$ cat config.mk
export PLATFORM = sky130hd
export DESIGN_NAME = sram_host
export DESIGN_NICKNAME = d
export VERILOG_FILES = /design/src/design/sram_host_pkg.sv /design/src/design/pin_sync.sv /design/src/design/sram_host.sv
export SDC_FILE = /design/constraint.sdc
export NUM_CORES = 1
export LEC_CHECK = 0
export BUFFER_PORTS_ARGS = -buffer_cell sky130_fd_sc_hd__buf_4
export CORE_UTILIZATION = 59
export CTS_BUF_LIST = sky130_fd_sc_hd__clkbuf_4 sky130_fd_sc_hd__clkbuf_8
export DETAILED_ROUTE_END_ITERATION = 16
export PLACE_DENSITY = 0.88
export SLEW_MARGIN = 20
export SYNTH_ARGS = -nofsm -noshare
export SYNTH_HDL_FRONTEND = slang
export SYNTH_HIERARCHICAL = 1
export SYNTH_SLANG_ARGS = --single-unit
$ cat constraint.sdc
create_clock -name mclk -period 3.3 [get_ports mclk]
set_input_delay 0.66 -clock mclk [delete_from_list [all_inputs] [get_ports mclk]]
set_output_delay 0.66 -clock mclk [all_outputs]
set_load 0.03 [all_outputs]
$ cat src/design/sram_host_pkg.sv
/*
  Shared types and timing constants for the asynchronous byte memory host.
  Assumes a single 125 MHz clock; all pin times but select low-Z and write recovery are converted to cycles here.
*/
package sram_host_pkg;

  localparam int ADDR_W = 19;
  localparam int DATA_W = 8;
  localparam int CLK_PERIOD_PS = 8000;

  // Times in ps, fastest grade
  localparam int READ_CYCLE_PS           = 10000;
  localparam int ADDR_ACCESS_PS          = 10000;
  localparam int SELECT_LOW_Z_PS         = 4000;
  localparam int DESELECT_TO_FLOAT_PS    = 5000;
  localparam int DRIVE_DISABLE_TO_FLOAT_PS = 5000;
  localparam int WRITE_CYCLE_PS          = 10000;
  localparam int WRITE_PULSE_PS          = 8000;
  localparam int STROBE_TO_FLOAT_PS      = 6000;
  localparam int DATA_SETUP_PS           = 6000;
  localparam int WRITE_RECOVERY_PS       = 0;

  function automatic int min_cycles(input int ps);
    int c;
    c = (ps + CLK_PERIOD_PS - 1) / CLK_PERIOD_PS;
    return (c < 1) ? 1 : c;
  endfunction

  // Least times round up
  // Three sync flops plus the agreement register trail the pins
  localparam int SYNC_LAG_CYC    = 4;
  localparam int READ_WAIT_CYC   = min_cycles(ADDR_ACCESS_PS) + SYNC_LAG_CYC;
  localparam int FLOAT_WAIT_CYC  = min_cycles(DESELECT_TO_FLOAT_PS > DRIVE_DISABLE_TO_FLOAT_PS ?
                                              DESELECT_TO_FLOAT_PS : DRIVE_DISABLE_TO_FLOAT_PS);
  localparam int STROBE_HIZ_CYC  = min_cycles(STROBE_TO_FLOAT_PS);
  localparam int PULSE_CYC       = min_cycles(STROBE_TO_FLOAT_PS + DATA_SETUP_PS) > min_cycles(WRITE_PULSE_PS) ?
                                   min_cycles(STROBE_TO_FLOAT_PS + DATA_SETUP_PS) : min_cycles(WRITE_PULSE_PS);
  localparam int CYCLE_MIN_CYC   = min_cycles(WRITE_CYCLE_PS > READ_CYCLE_PS ? WRITE_CYCLE_PS : READ_CYCLE_PS);
  localparam int CNT_W           = 4;
  localparam int PULSE_LOAD_CYC  = PULSE_CYC - STROBE_HIZ_CYC + 1;
  localparam logic [CNT_W-1:0] CNT_LAST = 4'h1;
  localparam logic [CNT_W-1:0] CNT_STEP = 4'h1;

  localparam logic [DATA_W-1:0] DATA_IDLE = 8'h00;
  localparam logic [ADDR_W-1:0] ADDR_IDLE = 19'h00000;

  typedef struct packed {
    logic              write;
    logic [ADDR_W-1:0] addr;
    logic [DATA_W-1:0] wdata;
  } req_t;

  typedef struct packed {
    logic              select_n;
    logic              strobe_n;
    logic              drive_en_n;
    logic [ADDR_W-1:0] addr_lines;
  } pins_t;

  typedef enum logic [5:0] {
    ST_IDLE  = 6'h01,
    ST_RD    = 6'h02,
    ST_WSET  = 6'h04,
    ST_WPUL  = 6'h08,
    ST_WEND  = 6'h10,
    ST_FLOAT = 6'h20
  } state_t;

endpackage

$ cat src/design/pin_sync.sv
/*
  Three-stage synchroniser for pin inputs with agreement filter.
  Assumes input is asynchronous to mclk.
*/
`timescale 1ns/1ps
`default_nettype none
module pin_sync
  import sram_host_pkg::*;
#(
  parameter int W = 8
) (
  input  wire logic         mclk,
  input  wire logic         nrst,
  input  wire logic [W-1:0] din,
  output logic      [W-1:0] dout
);
  logic [W-1:0] s1, s2, s3, next_dout;

  always_comb begin
    next_dout = dout;
    // Accept only when stages two and three agree
    if (s2 == s3) begin
      next_dout = s3;
    end
  end

  always_ff @(posedge mclk) begin
    if (!nrst) begin
      s1   <= '0;
      s2   <= '0;
      s3   <= '0;
      dout <= '0;
    end else begin
      s1   <= din;
      s2   <= s1;
      s3   <= s2;
      dout <= next_dout;
    end
  end
endmodule // pin_sync
`default_nettype wire

$ cat src/design/sram_host.sv
/*
  Host controller for an asynchronous 512K x 8 static memory: one-request
  user port, sequences read and write cycles on the memory pins.
  Assumes a memory that keeps its own timing; data pins are split into
  in/out/enable and resolved outside.
*/
// Operation
// A write happens only while select and strobe are both low.
// Strobe stays high through every read cycle.
// Address is valid no later than select falling on reads.
// With drive enable low, write pulse covers float delay plus data setup.
// With drive enable high, write pulse needs only its minimum width.
// Host never drives data while the memory may still drive.
// Select falling with or after strobe keeps memory outputs floating.
// Select held active at least its minimum before write end.
// Read cycle lasts at least minimum; data valid after access time.
// Memory waits after select falls before driving data.
// Memory floats data within its limit after select rises.
// Memory presents data within its limit after drive enable falls.
// Memory may drive immediately once drive enable falls.
// Memory floats data within its limit after drive enable rises.
// Memory holds old data briefly after address changes.
// Write cycle minimum; address stable before write end; zero setup and recovery.
// Write data valid before write end, removable right after.
// Memory drives again only after a delay following write end.
// Memory floats outputs within its limit after strobe falls.
// Memory holds 512K bytes, 19 address and 8 data lines.
// Memory needs no clock or refresh.
// Deselected memory floats its data lines.
// Selected with strobe and drive enable high, memory is idle.
`timescale 1ns/1ps
`default_nettype none
module sram_host
  import sram_host_pkg::*;
(
  input  wire logic              mclk,
  input  wire logic              nrst,
  input  wire req_t              req,
  input  wire logic              req_valid,
  output logic                   req_ready,
  output logic                   rd_valid,
  output logic      [DATA_W-1:0] rd_data,
  output pins_t                  pins,
  input  wire logic [DATA_W-1:0] byte_lines_in,
  output logic      [DATA_W-1:0] byte_lines_out,
  output logic                   byte_lines_oe
);

  state_t            state, next_state;
  logic [CNT_W-1:0]  cnt, next_cnt;
  pins_t             next_pins;
  logic [DATA_W-1:0] next_out, next_rd_data;
  logic              next_oe, next_ready, next_rd_valid;
  logic [DATA_W-1:0] bus_sync;
  logic              take;
  logic              cnt_last;
  logic              cnt_spent;

  // Read data crosses from the pins; its lag is part of the read wait
  pin_sync #(.W(DATA_W)) u_sync (
    .mclk (mclk),
    .nrst (nrst),
    .din  (byte_lines_in),
    .dout (bus_sync)
  );

  assign take      = req_valid && req_ready;
  assign cnt_last  = (cnt == CNT_LAST);
  // Also true at zero, so a stray count cannot wrap and stall
  assign cnt_spent = (cnt <= CNT_LAST);

  // Sequencer: state and wait counter
  always_comb begin
    next_state = state;
    next_cnt   = cnt;
    case (state)
      ST_IDLE: begin
        if (take) begin
          if (req.write) begin
            next_cnt   = CNT_W'(STROBE_HIZ_CYC);
            next_state = ST_WSET;
          end else begin
            next_cnt   = CNT_W'(READ_WAIT_CYC);
            next_state = ST_RD;
          end
        end
      end
      ST_RD: begin
        next_cnt = cnt - CNT_STEP;
        if (cnt_last) begin
          next_cnt   = CNT_W'(FLOAT_WAIT_CYC);
          next_state = ST_FLOAT;
        end
      end
      ST_WSET: begin
        next_cnt = cnt - CNT_STEP;
        if (cnt_last) begin
          next_cnt   = CNT_W'(PULSE_LOAD_CYC);
          next_state = ST_WPUL;
        end
      end
      ST_WPUL: begin
        next_cnt = cnt - CNT_STEP;
        if (cnt_last) begin
          next_cnt   = '0;
          next_state = ST_WEND;
        end
      end
      ST_WEND: begin
        // Pads the cycle so back-to-back writes keep the cycle minimum
        next_cnt   = CNT_W'(CYCLE_MIN_CYC);
        next_state = ST_FLOAT;
      end
      ST_FLOAT: begin
        next_cnt = cnt - CNT_STEP;
        if (cnt_spent) begin
          next_cnt   = '0;
          next_state = ST_IDLE;
        end
      end
      default: begin
        next_cnt   = '0;
        next_state = ST_IDLE;
      end
    endcase
  end

  // Memory control pins
  always_comb begin
    next_pins = pins;
    case (state)
      ST_IDLE: begin
        next_pins.select_n   = 1'b1;
        next_pins.strobe_n   = 1'b1;
        next_pins.drive_en_n = 1'b1;
        if (take) begin
          next_pins.addr_lines = req.addr;
          next_pins.select_n   = 1'b0;
          if (req.write) begin
            // Strobe falls with select so memory never drives R7 R1
            next_pins.strobe_n = 1'b0;
          end else begin
            next_pins.strobe_n   = 1'b1;
            next_pins.drive_en_n = 1'b0;
          end
        end
      end
      ST_RD: begin
        if (cnt_last) begin
          next_pins.select_n   = 1'b1;
          next_pins.drive_en_n = 1'b1;
        end
      end
      ST_WSET: begin
        next_pins.strobe_n = 1'b0;
      end
      ST_WPUL: begin
        if (cnt_last) begin
          // Select and strobe held together well past minimum R8 R16
          next_pins.strobe_n = 1'b1;
          next_pins.select_n = 1'b1;
        end
      end
      ST_WEND: begin
        next_pins.strobe_n = 1'b1;
        next_pins.select_n = 1'b1;
      end
      ST_FLOAT: begin
        next_pins.strobe_n   = 1'b1;
        next_pins.select_n   = 1'b1;
        next_pins.drive_en_n = 1'b1;
      end
      default: begin
        next_pins.select_n   = 1'b1;
        next_pins.strobe_n   = 1'b1;
        next_pins.drive_en_n = 1'b1;
      end
    endcase
  end

  // Host data drive
  always_comb begin
    next_out = byte_lines_out;
    next_oe  = byte_lines_oe;
    case (state)
      ST_IDLE: begin
        next_oe = 1'b0;
        if (take && req.write) begin
          next_out = req.wdata;
        end
      end
      ST_RD: begin
        next_oe = 1'b0;
      end
      ST_WSET: begin
        // Hold data off until memory is surely floated R6 R19
        if (cnt_last) begin
          next_oe = 1'b1;
        end
      end
      ST_WPUL: begin
        next_oe = 1'b1;
      end
      ST_WEND: begin
        // Data held one cycle past end, zero hold needed R17
        next_oe  = 1'b0;
        next_out = DATA_IDLE;
      end
      ST_FLOAT: begin
        next_oe = 1'b0;
      end
      default: begin
        next_oe  = 1'b0;
        next_out = DATA_IDLE;
      end
    endcase
  end

  // Read return
  always_comb begin
    next_rd_valid = 1'b0;
    next_rd_data  = rd_data;
    case (state)
      ST_RD: begin
        if (cnt_last) begin
          // Sample after access time plus synchroniser lag R9
          next_rd_data  = bus_sync;
          next_rd_valid = 1'b1;
        end
      end
      default: begin
        next_rd_valid = 1'b0;
      end
    endcase
  end

  // Request handshake
  always_comb begin
    next_ready = 1'b0;
    case (state)
      ST_IDLE: begin
        // Drops at once after a take: one request at a time
        next_ready = !take;
      end
      ST_FLOAT: begin
        next_ready = cnt_spent;
      end
      default: begin
        next_ready = 1'b0;
      end
    endcase
  end

  always_ff @(posedge mclk) begin
    if (!nrst) begin
      state <= ST_IDLE;
      cnt   <= '0;
    end else begin
      state <= next_state;
      cnt   <= next_cnt;
    end
  end

  // Idle levels: deselected, no strobe, outputs disabled
  always_ff @(posedge mclk) begin
    if (!nrst) begin
      pins <= '{select_n: 1'b1, strobe_n: 1'b1, drive_en_n: 1'b1, addr_lines: ADDR_IDLE};
    end else begin
      pins <= next_pins;
    end
  end

  always_ff @(posedge mclk) begin
    if (!nrst) begin
      byte_lines_out <= DATA_IDLE;
      byte_lines_oe  <= 1'b0;
    end else begin
      byte_lines_out <= next_out;
      byte_lines_oe  <= next_oe;
    end
  end

  always_ff @(posedge mclk) begin
    if (!nrst) begin
      rd_valid <= 1'b0;
      rd_data  <= DATA_IDLE;
    end else begin
      rd_valid <= next_rd_valid;
      rd_data  <= next_rd_data;
    end
  end

  // Ready stays low through reset so no request is taken early
  always_ff @(posedge mclk) begin
    if (!nrst) begin
      req_ready <= 1'b0;
    end else begin
      req_ready <= next_ready;
    end
  end

endmodule // sram_host
`default_nettype wire

==> After elaboration in Yosys (flattened, before gate mapping) <==
Cells that the tools add are included.
{ "op_classes": {"addsub": 1, "order_cmp": 1, "eq_ne": 14, "muxes": 27, "n_bitwise": 4, "reduce_logical": 13} }
{ "ops": {"columns": ["cell", "count"], "rows": [
  ["6-bit case mux with 6 select lines", 1],
  ["6-bit two-way mux", 5],
  ["4-bit case mux with 6 select lines", 1],
  ["22-bit two-way mux", 1],
  ["4-bit two-way mux", 5],
  ["8-bit case mux with 2 select lines", 1],
  ["2-bit inequality test (second input constant)", 6],
  ["2-bit AND reduction", 6],
  ["8-bit equality test", 1],
  ["8-bit two-way mux", 1],
  ["1-bit case mux with 4 select lines", 2],
  ["6-bit by 1-bit equality test with 1-bit output (second input constant)", 1],
  ["6-bit by 2-bit equality test with 1-bit output (second input constant)", 1],
  ["6-bit by 3-bit equality test with 1-bit output (second input constant)", 1],
  ["6-bit by 4-bit equality test with 1-bit output (second input constant)", 1],
  ["6-bit by 5-bit equality test with 1-bit output (second input constant)", 1],
  ["6-bit equality test (second input constant)", 1],
  ["3-bit two-way mux", 2],
  ["5-bit AND reduction", 1],
  ["4-bit by 1-bit equality test with 1-bit output (second input constant)", 1],
  ["4-bit by 1-bit <= comparator with 1-bit output (second input constant)", 1],
  ["1-bit two-way mux", 4],
  ["1-bit NOT", 4],
  ["1-bit case mux with 2 select lines", 2],
  ["other kinds (8)", 9]
]} }
{ "totals": {"reg_bits": 83, "inputBits": 39, "out_inout_bits": 41, "word_cells": 75} }

==> Longest topological paths before layout <==
{ "logic_depth": {"ltp_word": 4, "ltp_mapped": 7, "depth_no_buf": 7} }

==> Cells and area by module <==
The synthesis kept the hierarchy.
{ "modules_own_cells": {"columns": ["mod", "instances", "cells_each", "area_each_um2", "seq_area_each_um2"], "rows": [
  ["sram_host", 1, 272, 2307.2, 1021.0],
  ["pin_sync", 1, 95, 1041.0, 640.6]
]} }

==> Least setup slack after synthesis <==
No wires, ideal clock.
{ "synth_path": {"kind": "reg2reg", "from": "register cnt[1]", "to": "register state[2]", "setup_time_ns": 0.115, "t_arrival_ns": 1.642, "t_required_ns": 3.185, "setup_slack_ns": 1.544, "path_stages_with_launch": 7, "n_path_buf": 0, "synth_period_minus_slack_ns": 1.756, "cell_sequence": "dfxtp_1 inv_1 ha_1 nor3b_1 o211a_4 and2b_2 o21a_1"} }
{ "synth_via": {"elab_chain_len": 3, "word_cells_on_any_way": 7, "cone_classes": "order compare (1); eq/ne (5); reduce/logical (1)"} }
{ "synth_lines": {"columns": ["item", "line_no", "source"], "rows": [
  ["start: declaration", "sram_host.sv:50", "logic [CNT_W-1:0] cnt, next_cnt;"],
  ["start signal: assignment", "sram_host.sv:260", "cnt <= next_cnt;"],
  ["4-bit by 1-bit <= comparator with 1-bit output / 4-bit by 1-bit equality test with 1-bit output (equally long branches)", "sram_host.sv:70, sram_host.sv:68", null],
  ["2-bit inequality test (no source line)", null, null],
  ["5-bit AND reduction (no source line) *", null, null],
  ["end signal: assignment", "sram_host.sv:259", "state <= next_state;"],
  ["end: declaration", "sram_host.sv:49", "state_t state, next_state;"]
]} }
Mark *: on every way between the ends. The rest lies on a longest branch, timed or not.
A chain may end at the register's enable or synchronous reset.

==> Worst setup path in the final report <==
{ "layout_path": {"from": "register state[0]", "to": "register pins[19] (netlist name)"} }
{ "layout_via": {"elab_chain_len": 4, "word_cells_on_any_way": 10, "cone_classes": "eq/ne (6); mux (1); bitwise (1); reduce/logical (2)"} }
{ "layout_lines": {"columns": ["item", "line_no", "source"], "rows": [
  ["branches (longest 4 deep; another with 6-bit by 3-bit equality test with 1-bit output)", null, null],
  ["end signal: assignment", "sram_host.sv:267", "pins <= '{select_n: 1'b1, strobe_n: 1'b1, drive_en_n: 1'b1, addr_lines: ADDR_IDLE};"],
  ["end signal: assignment", "sram_host.sv:269", "pins <= next_pins;"],
  ["end: declaration", "sram_host.sv:43", "output pins_t pins,"]
]} }
Parallel ways; which one is timed is not known.

==> out/qor.txt <==
RePlAce Congestion: 0.905
Post-Synthesis Cells: 367
first-pass GRT wire length: 11400 um
most frequent cells after synthesis: dfxtp_1 (83), nand2_1 (79), a21oi_1 (37), and2_1 (25), nor2_1 (17)
sequential fraction of the synthesis area: 0.496
postcts setup bufs: 0
die width: 77.3 um
DRC Markers: 0
RSZ-0062 raised after global routing: false
Buffers on Ports: 79
Worst Hold Path EP: u_sync/s2[5]
crit-path max FO: 20
CTS Hold Bufs: 0
routed via count: 2758
layout cells sized above 1: 0.260
number of fill cells: 406
final wirelength: 6860 um
cell taking the most area after synthesis: dfxtp_1
reg2reg end: pins[19]
# setup viols final: 0
H-tree Lvls: 3
Crit Reg-Reg Startpoint: state[0]
required time worst endpoint: 3.51 ns
Leakage: 1.84 nW
worst setup path start: state[0]
Mean Syn Cell Area: 9.12 sq um
most numerous cell in the Yosys netlist: dfxtp_1
Initial Utilization: 0.612
largest net degree at the start of global routing: 49
DIE AREA: 5980 sq um
vias per std cell: 5.37
EDFF count, synth: 0
Async SR Flop Fraction: 0
Synth top area share: 0.496
sw frac: 0.374
Final ANT Viol Nets: 0
CP cell instances: nor4b_4, and2_1, nand3_1, nor2_1, o21ai_0
Synth Flop Type: dfxtp_1
register area: 1660 sq um
run status: complete, no violations
CP Buf/Inv Count: 0
Worst setup SP type: register
main area contributors after synthesis: dfxtp_1 (50%), nand2_1 (8.9%), a21oi_1 (5.5%), mux2i_1 (4.8%), and2_1 (4.7%)
First-pass DRT Iterations: 5
GRT overflow: 0
Clk Latency, worst-skew pair: 0.34 ns
antenna violations before repair: 0
Max Cap Viol: 0
R2R depth: 5
core area: 5470 sq um
Tmin final: 2.51 ns
Worst Hold Class: reg2reg
Syn Std Cell Area: 3350 sq um
Power Density: 776 nW/um^2
Setup Total Neg Slack: 0 ns
CTS tree: built
placed insts: 498
Nets: 478
Synth cell types: 52
Non-Filler Instances: 514
Final HPWL DP: 4710 um
Peak VDD IR: 388 uV
clock root cell: clkbuf_8
clock-pin slew on the worst setup and hold paths: 0.08 ns
Worst EP arrival: 2.72 ns
total CTS buffers: 9
clk sinks: 83
Seq cells post-synth: 83
power share of the clock group: 0.235
clk_skew: 0.00691 ns
YS warnings: 6
final hold violations: 0
Setup CP Type: reg2reg
CTS resizes: 0
Worst Tran Pin Value: 0.762 ns
Synth Net Count: 408
reg2reg setup slack: 0.79 ns
Top Ports: 80
worst rel slew slack: 0.491
Fmax: 399 MHz
vias in the first global route: 2528
Worst Hold Launch: u_sync/s1[5]
Final Max Slew Viols: 0
Crit-path slowest cell: nand3_1
GRT Util Overall: 0.241
Area Growth Syn to Fin: 23.2%
Gate power share: 0.369
Period Utilization, post-route: 0.759
WL/cell: 13.3 um
WHS Path Cells: 1
Die Height: 77.3 um
top cell family by delay on the critical path: simple AND/OR/NAND/NOR gates
area taken by multi-input logic gates: 1540 sq um
DR iter-0 viols: 252
Final Core Density: 0.754
internal power: 0.00200 W
switching pwr: 0.00119 W
Worst setup EP type: register
ANT cells: 0
Clock Tree Buf Depth: 2
Seq pwr share: 0.396
max incr delay on CP: 0.60 ns
Std-Cell Rows: 27
[sequential cells by signal (all words and copies together), names as in the netlist, 4 cells and up]
| signal | flops |
|---|---|
| byte_lines_out | 8 |
| cnt | 4 |
| pins | 22 |
| rd_data | 8 |
| state | 6 |
| u_sync/dout | 8 |
| u_sync/s1 | 8 |
| u_sync/s2 | 8 |
| u_sync/s3 | 8 |
[power by group through the flow]
stage,Clock [W],Sequential [W],Combinational (W)
CTS,0.000760,0.00126,0.00118
floorplan,0,0.00142,0.000749
global placement,0,0.00128,0.00113
finish,0.000752,0.00127,0.00118
global route,0.000803,0.00129,0.00128
detailed placement,0,0.00129,0.00117
[per-stage QoR]
step / hold WS (ns) / instance area (sq um) / total power [W] / setup WS, ns
2_1_floorplan: 0.412 / 3350 / 0.00217 / 1.54
3_3_place_gp: 0.417 / 3910 / 0.00241 / 0.955
4_1_cts: 0.437 / 4120 / 0.00320 / 0.750
6_report: 0.439 / 4120 / 0.00320 / 0.794
5_1_grt: 0.456 / 4120 / 0.00337 / 0.558
3_5_place_dp: 0.417 / 3910 / 0.00245 / 0.803
[layout make-up]
type	instances	area share
well taps	72	0.0218
flip-flops and latches	83	0.403
clock buffers	11	0.0367
inverters	3	0.00273
multi-input cells	259	0.374
clock inverters	5	0.0143
repair buffers	81	0.147
[per-layer routing]
metal,track usage,routed length [um],up-vias
met3,0.0447,476,17
li1,-,-,1370
met4,0.111,117,0
met1,0.311,2990,1253
met5,0,0,-
met2,0.390,3270,118
[cells by family after synthesis]
kind of cell             after synthesis  share of synthesized area
flip-flops                            83                      0.496
AO/OA/AOI/OAI                         61                      0.117
buffers and inverters                 25                     0.0430
multiplexers                          16                     0.0478
adder cells (fa/ha/maj)                2                    0.00747
AND/OR/NAND/NOR                      166                      0.252
XOR/XNOR                              14                     0.0366
[cell usage in the layout, fill, tap and decap left out, drive strengths merged, types with 2 or more instances in the layout]
| cell type | Yosys | layout |
|---|---|---|
| nand2 | 80 | 80 |
| a21oi | 37 | 37 |
| buf | 12 | 81 |
| nor3 | 6 | 6 |
| o211ai | 2 | 2 |
| nand4b | 2 | 2 |
| nor3b | 2 | 2 |
| nor4b | 2 | 2 |
| inv | 3 | 4 |
| or2 | 8 | 8 |
| dfxtp | 83 | 83 |
| nor2 | 18 | 18 |
| xnor2 | 2 | 2 |
| ha | 2 | 2 |
| o21a | 2 | 2 |
| nor4 | 6 | 6 |
| nand3 | 4 | 4 |
| clkinvlp | 0 | 2 |
| nor2b | 2 | 2 |
| and3 | 3 | 3 |
| nand4 | 4 | 4 |
| xor2 | 12 | 12 |
| mux2i | 16 | 16 |
| o21ai | 8 | 8 |
| clkbuf | 9 | 11 |
| and2 | 25 | 25 |
[worst max-delay path by stage]
stage | endpoint | slack [ns] | cells after the start
6_report | pins[19] | 0.79 | 5
5_1_grt | pins[19] | 0.56 | 5
4_1_cts | pins[19] | 0.75 | 5
3_5_place_dp | pins[19] | 0.80 | 5
3_3_place_gp | pins[19] | 0.96 | 5
2_1_floorplan | state[2] | 1.54 | 6
(Power assumes the default switching activity.)
